[src/rtl/xcvr_cfg.svh]
/*
 * Constants of the registered bus transceiver: register offsets, field
 * positions, reset values and buffer sizing.
 * Assumes it is included by its bare name, by the package and the top.
 */
`ifndef XCVR_CFG_SVH
`define XCVR_CFG_SVH

// data bus width of each port
`define XCVR_BUS_W 8

// register byte offsets on the wishbone bus
`define XCVR_OFS_CTRL 8'h00
`define XCVR_OFS_STORE 8'h04
`define XCVR_OFS_STATUS 8'h08

// control register field positions
`define XCVR_CTRL_AB_EN 0
`define XCVR_CTRL_BA_EN_N 1
`define XCVR_CTRL_AB_SEL 2
`define XCVR_CTRL_BA_SEL 3
`define XCVR_CTRL_W 4

// control reset value: both ports isolated, live data selected
`define XCVR_RST_CTRL 4'h2

// status register field positions
`define XCVR_STS_A_SEEN 0
`define XCVR_STS_B_SEEN 1
`define XCVR_STS_OVERRUN 2
`define XCVR_STS_BUF_FULL 3

// capture record buffer depth
`define XCVR_BUF_DEPTH 2

`endif

[src/rtl/xcvr_pkg.sv]
/*
 * Types shared by the registered bus transceiver and its test bench.
 * Assumes xcvr_cfg.svh is on the include path.
 */
`include "xcvr_cfg.svh"

package xcvr_pkg;

    // control fields, packed in register bit order
    typedef struct packed {
        logic ba_sel;
        logic ab_sel;
        logic ba_en_n;
        logic ab_en;
    } ctrl_s;

    // one capture record: which registers loaded and what they took
    typedef struct packed {
        logic b_hit;
        logic a_hit;
        logic [`XCVR_BUS_W-1:0] b_data;
        logic [`XCVR_BUS_W-1:0] a_data;
    } cap_s;

endpackage : xcvr_pkg
[src/rtl/bus_transceiver.sv]
/*
 * Octal registered bus transceiver between an A bus and a B bus, with one
 * storage register per direction and a wishbone classic register port.
 * Assumes all pins, capture clocks included, are synchronous to ref_clk_i
 * and that the bench resolves each bus wire from the output enables.
 */
// What this block does
// - two eight-bit two-way ports, one register each
// - each capture clock rise loads its bus
// - captures see pin levels even while driving
// - select low forwards live, high forwards stored
// - select change switches output without glitch
// - enables drive B, A, or isolate both
// - live A to B, complemented when inverting
// - live B to A, complemented when inverting
// - stored A on B, changing only on capture
// - both stored directions drive at once
// - live both-way drive latches bus values
// - one-way live drive loads both registers alike, complemented when inverting
// - undriven side follows enables and selects
`timescale 1ns/1ps
`include "xcvr_cfg.svh"

module bus_transceiver
    import xcvr_pkg::*;
#(
    parameter int BUS_W = `XCVR_BUS_W,
    parameter int ADR_W = 8,
    parameter bit INVERTING = 1'b0
) (
    input wire logic ref_clk_i,
    input wire logic rst_n_i,
    input wire logic ce_i,
    input wire logic wb_cyc_i,
    input wire logic wb_stb_i,
    input wire logic wb_we_i,
    input wire logic [ADR_W-1:0] wb_adr_i,
    input wire logic [3:0] wb_sel_i,
    input wire logic [31:0] wb_dat_i,
    output logic [31:0] wb_dat_o,
    output logic wb_ack_o,
    input wire logic [BUS_W-1:0] a_i,
    output logic [BUS_W-1:0] a_o,
    output logic a_oe_n_o,
    input wire logic [BUS_W-1:0] b_i,
    output logic [BUS_W-1:0] b_o,
    output logic b_oe_n_o,
    input wire logic a_side_capture_clock_i,
    input wire logic b_side_capture_clock_i,
    output logic cap_valid_o,
    output cap_s cap_data_o,
    input wire logic cap_ready_i
);

    localparam logic [BUS_W-1:0] INV_MASK = {BUS_W{INVERTING}};

    ctrl_s ctrl_ff;
    logic [BUS_W-1:0] a_store_ff;
    logic [BUS_W-1:0] b_store_ff;
    logic a_clk_q_ff;
    logic b_clk_q_ff;
    logic a_seen_ff;
    logic b_seen_ff;
    logic overrun_ff;
    logic ack_ff;
    logic [31:0] dat_ff;
    logic [BUS_W-1:0] a_o_ff;
    logic [BUS_W-1:0] b_o_ff;
    logic a_oe_n_ff;
    logic b_oe_n_ff;
    logic buf_ready;

    // capture clocks are plain synchronous inputs; one flop finds the edge
    wire a_rise = a_side_capture_clock_i & ~a_clk_q_ff;
    wire b_rise = b_side_capture_clock_i & ~b_clk_q_ff;

    always_ff @(posedge ref_clk_i or negedge rst_n_i) begin
        if (!rst_n_i) begin
            // held high so a clock already high at release is no edge
            a_clk_q_ff <= 1'b1;
            b_clk_q_ff <= 1'b1;
        end else if (ce_i) begin
            a_clk_q_ff <= a_side_capture_clock_i;
            b_clk_q_ff <= b_side_capture_clock_i;
        end
    end

    // storage loads from the pins, never gated by select or enable
    // the pins carry our own drive when enabled, so a one-way live
    // transfer lands in both registers once the bus has settled
    // no reset here: contents stay unknown until the first capture
    always_ff @(posedge ref_clk_i) begin
        if (ce_i && a_rise) begin
            a_store_ff <= a_i;
        end
        if (ce_i && b_rise) begin
            b_store_ff <= b_i;
        end
    end

    // source select picks live opposite bus or stored word per direction
    wire [BUS_W-1:0] nxt_b_o = (ctrl_ff.ab_sel ? a_store_ff : a_i)
                             ^ INV_MASK;
    wire [BUS_W-1:0] nxt_a_o = (ctrl_ff.ba_sel ? b_store_ff : b_i)
                             ^ INV_MASK;
    wire nxt_b_oe_n = ~ctrl_ff.ab_en;
    wire nxt_a_oe_n = ctrl_ff.ba_en_n;

    // every pin output is a flop, so a select change moves from one
    // clean word to the other with no mux hazard, at one cycle of latency
    // with both directions live the registered loop holds the bus level
    always_ff @(posedge ref_clk_i or negedge rst_n_i) begin
        if (!rst_n_i) begin
            a_o_ff <= '0;
            b_o_ff <= '0;
            a_oe_n_ff <= 1'b1;
            b_oe_n_ff <= 1'b1;
        end else if (ce_i) begin
            a_o_ff <= nxt_a_o;
            b_o_ff <= nxt_b_o;
            a_oe_n_ff <= nxt_a_oe_n;
            b_oe_n_ff <= nxt_b_oe_n;
        end
    end

    assign a_o = a_o_ff;
    assign b_o = b_o_ff;
    assign a_oe_n_o = a_oe_n_ff;
    assign b_oe_n_o = b_oe_n_ff;

    // wishbone decode; a request is acked one edge after it is seen
    wire req = wb_cyc_i & wb_stb_i;
    wire take = req & ~ack_ff;
    wire wr_fire = req & wb_we_i & ack_ff;
    wire hit_ctrl = wb_adr_i == ADR_W'(`XCVR_OFS_CTRL);
    wire hit_store = wb_adr_i == ADR_W'(`XCVR_OFS_STORE);
    wire hit_status = wb_adr_i == ADR_W'(`XCVR_OFS_STATUS);
    wire wr_ctrl = wr_fire & hit_ctrl & wb_sel_i[0];
    wire wr_status = wr_fire & hit_status & wb_sel_i[0];

    // status word; unmapped addresses read zero and are acked
    wire [3:0] status_word = {~buf_ready, overrun_ff, b_seen_ff, a_seen_ff};
    wire [31:0] rd_data = hit_ctrl ? {28'h0000000, ctrl_ff}
                        : hit_store ? 32'({b_store_ff, a_store_ff})
                        : hit_status ? {28'h0000000, status_word}
                        : 32'h00000000;

    always_ff @(posedge ref_clk_i or negedge rst_n_i) begin
        if (!rst_n_i) begin
            ack_ff <= 1'b0;
            dat_ff <= 32'h00000000;
        end else if (ce_i) begin
            ack_ff <= take;
            if (take) begin
                dat_ff <= rd_data;
            end
        end
    end

    assign wb_ack_o = ack_ff;
    assign wb_dat_o = dat_ff;

    // software writes take effect at the edge where the master sees ack
    always_ff @(posedge ref_clk_i or negedge rst_n_i) begin
        if (!rst_n_i) begin
            ctrl_ff <= ctrl_s'(`XCVR_RST_CTRL);
        end else if (ce_i && wr_ctrl) begin
            ctrl_ff <= ctrl_s'(wb_dat_i[`XCVR_CTRL_W-1:0]);
        end
    end

    // sticky flags: write one clears, a same-cycle event wins
    wire clr_a = wr_status & wb_dat_i[`XCVR_STS_A_SEEN];
    wire clr_b = wr_status & wb_dat_i[`XCVR_STS_B_SEEN];
    wire clr_o = wr_status & wb_dat_i[`XCVR_STS_OVERRUN];
    wire push_req = a_rise | b_rise;
    wire lost = push_req & ~buf_ready;

    always_ff @(posedge ref_clk_i or negedge rst_n_i) begin
        if (!rst_n_i) begin
            a_seen_ff <= 1'b0;
            b_seen_ff <= 1'b0;
            overrun_ff <= 1'b0;
        end else if (ce_i) begin
            a_seen_ff <= a_rise | (a_seen_ff & ~clr_a);
            b_seen_ff <= b_rise | (b_seen_ff & ~clr_b);
            overrun_ff <= lost | (overrun_ff & ~clr_o);
        end
    end

    // each capture also posts a record; a stalled reader fills the buffer
    // and a capture that finds it full is flagged, since the register
    // itself must still load on every edge
    cap_s cap_in;
    assign cap_in = '{b_hit: b_rise, a_hit: a_rise,
                      b_data: b_i, a_data: a_i};

    cap_buffer #(
        .WIDTH($bits(cap_s)),
        .DEPTH(`XCVR_BUF_DEPTH)
    ) u_cap_buffer (
        .ref_clk_i(ref_clk_i),
        .rst_n_i(rst_n_i),
        .ce_i(ce_i),
        .in_valid_i(push_req),
        .in_ready_o(buf_ready),
        .in_data_i(cap_in),
        .out_valid_o(cap_valid_o),
        .out_ready_i(cap_ready_i),
        .out_data_o(cap_data_o)
    );

    // primed after the first capture; before it the content is legally
    // unknown, so the hold checks would only compare unknowns
    logic a_primed_ff;
    logic b_primed_ff;

    always_ff @(posedge ref_clk_i or negedge rst_n_i) begin
        if (!rst_n_i) begin
            a_primed_ff <= 1'b0;
            b_primed_ff <= 1'b0;
        end else if (ce_i) begin
            a_primed_ff <= a_primed_ff | a_rise;
            b_primed_ff <= b_primed_ff | b_rise;
        end
    end
endmodule : bus_transceiver

[src/rtl/cap_buffer.sv]
/*
 * Small shift buffer with valid and ready on both sides; the head entry
 * and both handshake outputs come straight from flip-flops.
 * Assumes one clock, active-low async reset and a clock enable.
 */
`timescale 1ns/1ps

module cap_buffer #(
    parameter int WIDTH = 18,
    parameter int DEPTH = 2
) (
    input wire logic ref_clk_i,
    input wire logic rst_n_i,
    input wire logic ce_i,
    input wire logic in_valid_i,
    output logic in_ready_o,
    input wire logic [WIDTH-1:0] in_data_i,
    output logic out_valid_o,
    input wire logic out_ready_i,
    output logic [WIDTH-1:0] out_data_o
);

    logic [DEPTH-1:0] vld_ff;
    logic [WIDTH-1:0] mem_ff [DEPTH];
    logic [DEPTH-1:0] shifted;
    logic [DEPTH-1:0] land;
    wire push = in_valid_i & ~vld_ff[DEPTH-1];
    wire pop = vld_ff[0] & out_ready_i;

    genvar gi;
    for (gi = 0; gi < DEPTH; gi++) begin : g_entry
        logic up_vld;
        logic [WIDTH-1:0] up_dat;
        // the last slot sees an empty slot above it, so every flop
        // keeps a single driver and no padding entry is needed
        if (gi == DEPTH-1) begin : g_top
            assign up_vld = 1'b0;
            assign up_dat = '0;
        end else begin : g_mid
            assign up_vld = vld_ff[gi+1];
            assign up_dat = mem_ff[gi+1];
        end
        // occupancy after a pop moves every entry one slot down
        assign shifted[gi] = pop ? up_vld : vld_ff[gi];
        if (gi == 0) begin : g_first
            assign land[gi] = push & ~shifted[gi];
        end else begin : g_rest
            assign land[gi] = push & ~shifted[gi] & shifted[gi-1];
        end
        // data has no reset; only the valid flags carry meaning
        always_ff @(posedge ref_clk_i) begin
            if (ce_i) begin
                mem_ff[gi] <= land[gi] ? in_data_i
                            : (pop ? up_dat : mem_ff[gi]);
            end
        end
        always_ff @(posedge ref_clk_i or negedge rst_n_i) begin
            if (!rst_n_i) begin
                vld_ff[gi] <= 1'b0;
            end else if (ce_i) begin
                vld_ff[gi] <= shifted[gi] | land[gi];
            end
        end
    end

    assign out_valid_o = vld_ff[0];
    assign out_data_o = mem_ff[0];
    // ready is the registered inverse of the last slot being taken
    assign in_ready_o = ~vld_ff[DEPTH-1];
endmodule : cap_buffer

[config.mk]
export PLATFORM = sky130hd
export DESIGN_NAME = bus_transceiver
export DESIGN_NICKNAME = d
export VERILOG_FILES = /design/src/rtl/xcvr_pkg.sv /design/src/rtl/bus_transceiver.sv /design/src/rtl/cap_buffer.sv
export VERILOG_INCLUDE_DIRS = /design/src /design/src/rtl
export SDC_FILE = /design/constraint.sdc
export NUM_CORES = 1
export LEC_CHECK = 0
export ABC_AREA = 1
export BUFFER_PORTS_ARGS = -buffer_cell sky130_fd_sc_hd__buf_2
export CAP_MARGIN = 20
export CORE_ASPECT_RATIO = 0.75
export CORE_UTILIZATION = 50
export CTS_CLUSTER_DIAMETER = 30
export DETAILED_ROUTE_END_ITERATION = 10
export PLACE_DENSITY_LB_ADDON = 0.12
export SLEW_MARGIN = 20
export SYNTH_ARGS = -nofsm -noshare
export SYNTH_HDL_FRONTEND = slang
export SYNTH_HIERARCHICAL = 1
export SYNTH_SLANG_ARGS = --single-unit
[constraint.sdc]
create_clock -name ref_clk_i -period 2.99 [get_ports ref_clk_i]
set_input_delay 0.299 -clock ref_clk_i [delete_from_list [all_inputs] [get_ports ref_clk_i]]
set_output_delay 0.299 -clock ref_clk_i [all_outputs]
set_load 0.05 [all_outputs]
Word level (Yosys, flattened, before mapping):

Memories as Yosys holds them, arrays and structs flattened.
Cells that the tools add are included.

* $add $sub $neg: 0
* multiply operators: 0
* divide/modulo/power cells: 0
* $lt $le $gt $ge: 0
* eq/ne operators: 2
* shifts and indexed selects: 0
* muxes and demuxes: 13
* bitwise logic cells: 38
* reduce and logical (&&, ||, !) cells: 5

Operator list (count)
* 18-bit two-way mux: 4
* 16-bit two-way mux: 2
* 1-bit bitwise AND: 22
* 8-bit two-way mux: 2
* 1-bit inverter: 10
* 8-bit by 3-bit equality test with 1-bit output (second input constant): 1
* 8-bit by 4-bit equality test with 1-bit output (second input constant): 1
* 8-bit logical NOT: 1
* 1-bit OR: 6
* 1-bit two-way mux: 4
* 4-bit two-way mux: 1
* 1-bit logical AND: 3
* 2-bit AND reduction: 1

* flip-flop bits (word level): 78
* bits in latches: 0
* memory bits (writable): 36
* memory bits (read-only): 0
* bits of input ports: 69
* output and inout bits: 70
* word-level logic and storage cells: 78
* memories: 1

Memories
* u_cap_buffer.mem_ff: words 2, bits a word 18, rd ports 2, clocked after memory_dff 0, wr ports 2, line cap_buffer.sv:24 `logic [WIDTH-1:0] mem_ff [DEPTH];`

Longest topological paths before layout:

* depth after elaboration: 9
* depth in mapped cells: 9
* mapped depth without buffers: 8

Hierarchy:

Netlist, hierarchy kept.

Modules (own cells, without submodules)
* bus_transceiver: instances 1, cells an instance 291, area an instance 2733.9 sq um, sequential area each 1587.8 sq um
* cap_buffer: instances 1, cells an instance 151, area an instance 1657.8 sq um, sequential area each 1131.1 sq um

Least setup slack after synthesis:

Ideal clock, no wire load.

* path kind: flip-flop to flip-flop
* start: register, netlist name a_clk_q_ff
* end: memory u_cap_buffer.mem_ff[1][0] (netlist: u_cap_buffer/mem_ff[0][18]) (enable)
* library setup time: 0.375 ns
* arrival time: 1.580 ns
* path slack: 1.035 ns
* stages on the path, launching flop included: 7
* cell sequence: dfstp_2 o22ai_1 inv_1 nor2_4 buf_2 nand4_1 nand2_1

RTL lines (line)
* end, declared: cap_buffer.sv:24

==> flow_summary.ini <==
[synth]
ys.flop_type = edfxtp_1
synth_area_leader_cell = edfxtp_1
synth_top_area_share_pct = 35.6
ys_types = 29
netlist_instances = 442
avgSynthCellArea_um2 = 9.94
seq_area_frac_synth_pct = 61.9
async_flop_share_pct = 46.9
yosys_warnings = 6
synth_edf_count = 52
synthesis.area_um2 = 4390
ys_seq_elements = 98
synthTopCellsByArea = edfxtp_1 36%, dfrtp_1 23%, nand2_1 9.9%

[place]
io_buffer_count = 91
hpwl_um = 6610
place_congestion = 0.785
pre_cts_ws_ps = 749

[hold_path]
hold_class = primary input to asynchronous set/reset pin

[clocking]
ctsRootBufferMaster = clkbuf_16
path_clk_slew_ps = 70
postCtsSetupRepairBufs = 0
tritoncts.num_buffers = 9
clock-sinks = 98
clockBufferDepth = 2
tritoncts = built
cts_hold_buf = 0
htreeDepth = 3
ctsResizeCount = 0
clk_latency_ps = 340

[floorplanning]
start_util_pct = 51.7
fp.dieW_um = 110
num_rows = 29
die_y_um = 83.2
ios = 139
core_area_um2 = 8490
die_area_um2 = 9170

[layout]
fillers = 759
drive_above_1_share_pct = 26.8
multiInputGateArea_um2 = 1350
nNetsFinal = 597
final_cell_mix = 116 x nand2_1, 90 x buf_2, 52 x edfxtp_1
final_common_cell = nand2_1
ff_latch_area_um2 = 2720
antennaDiodeCount = 0
area_growth_pct = 16.8

[detailed_routing]
drtIter0Drc = 202
routed_wl_um = 9610
postRouteAntennaNets = 0
first_pass_iters = 4
wl_per_cell_um = 15.0
avgViaCountPerCell = 5.11
drc = 0
vias = 3274

[sta]
worstMarginPinSlew_ps = 803
rsz0062_at_grt = no
relSlewSlack_pct = 46.4
layout_min_cycle_time_ps = 2180
clock.fmax_mhz = 459
final-hold-violation-count = 41
period_share_pct = 72.9
fin_setup_tns_ps = 0
fin_ws_ps = 811
whs_ps = -35.2
slew_violations = 0
setup_violations = 0
skew_ps = 6.79

[power]
power_density_nw_per_um2 = 743
p_leak_nw = 2.45
ir_worst_vdd_mv = 0.579

[global_route]
grtUsageMet2_pct = 35.6
grt_pass1_vias = 3116
met1_usage_pct = 31.6
use_met3_pct = 6.75
grt_max_degree = 47
track_usage_pct = 22.8
grt_busiest_layer = met2
antenna_found_initial = 0
grt_pass1_wl_um = 15500
gr-total-overflow = 0

[critical_path]
critical_path_class = flip-flop to flip-flop
cp_max_fo = 18
required_ps = 2960
worstPathArrival_ps = 2150
start_kind = flip-flop
worstSetupEndpointType = flip-flop

[run_status]
violations = hold timing
status = complete, but fails checks

[run]
maxCapViolCount = 0
-- cell type report --
| type | count | share of cell area, % |
|---|---|---|
| clock buffers | 10 | 4.46 |
| clock inverters | 6 | 1.59 |
| inverters | 41 | 3.02 |
| multi-input cells | 286 | 26.2 |
| flip-flops and latches | 98 | 53.0 |
| well taps | 108 | 2.63 |
| repair buffers | 92 | 9.07 |
-- synth_stat cells (9+ instances only) --
cell type / count
buf_2: 9
buf_4: 16
dfrtp_1: 41
edfxtp_1: 52
inv_1: 35
nand2_1: 116
nand3_1: 36
nor2_1: 43
o21ai_0: 25
o21ai_1: 17
o21ai_2: 10
-- kinds of logic after synthesis --
family | synth area share, %
simple gates | 21.3
flops | 61.9
buf+inv | 8.75
compound gates | 7.92
other cells | 0.0854
-- layer usage --
layer | vias up | routed length, µm
li1 | 1584 | -
met3 | 6 | 558
met5 | - | 0
met2 | 99 | 4630
met4 | 0 | 73
met1 | 1585 | 4350
-- registers in the layout, indices dropped and copies added (netlist names) --
signal	count
a_clk_q_ff	1
a_o	8
a_oe_n_o	1
a_seen_ff	1
a_store_ff	8
b_clk_q_ff	1
b_o	8
b_oe_n_o	1
b_seen_ff	1
b_store_ff	8
ctrl_ff	3
nxt_a_oe_n	1
overrun_ff	1
u_cap_buffer/g_entry.up_vld	1
u_cap_buffer/mem_ff	36
u_cap_buffer/out_valid_o	1
wb_ack_o	1
wb_dat_o	16
-- where the power goes --
group	switching [mW]	total, mW	internal, mW	leakage (nW)
Clock	0.479	1.21	0.727	0.150
Combinational	0.712	0.891	0.180	1.23
Sequential	0.0698	1.71	1.64	1.07
-- metrics by stage --
stage / total power [mW] / hold slack [ps] / instances / instance area (µm²) / util (%)
5_1_grt: 3.98 / 18.7 / 641 / 5130 / 60.4
4_1_cts: 3.84 / 177 / 641 / 5130 / 60.4
3_5_place_dp: 2.63 / 460 / 625 / 4820 / 56.7
3_3_place_gp: 2.61 / 463 / 625 / 4820 / 56.7
2_1_floorplan: 2.45 / 3.41 / 457 / 4450 / -
6_report: 3.81 / -35.2 / 641 / 5130 / 60.4
-- path summary, 6_finish.rpt --
| check | from | end | slack, ps | cells past startpoint |
|---|---|---|---|---|
| max in group asynchronous | rst_n_i | ctrl_ff[0]$_DFFE_PN0P_ | 2610 | 1 |
| min | rst_n_i | wb_dat_o[9]$_DFFE_PN0P_ | -40 | 1 |
| min in group ref_clk_i | a_i[7] | a_store_ff[7]$_DFFE_PP_ | 190 | 1 |
| max reg2reg | a_clk_q_ff$_DFFE_PN1P_ | u_cap_buffer/mem_ff[0][29]$_SDFFCE_PN0P_ | 810 | 5 |
| min reg2reg | wb_dat_o[0]$_DFFE_PN0P_ | wb_dat_o[0]$_DFFE_PN0P_ | 470 | 2 |
| max | a_clk_q_ff$_DFFE_PN1P_ | u_cap_buffer/mem_ff[0][29]$_SDFFCE_PN0P_ | 810 | 5 |
-- critical path, stage by stage (launching register included) --
cell and delay [ps]:
dfstp_2 380, o22ai_1 280, inv_1 120, nor2_4 220, nand4_1 160, nand2_1 630
Power figures use the tool's default switching activity.
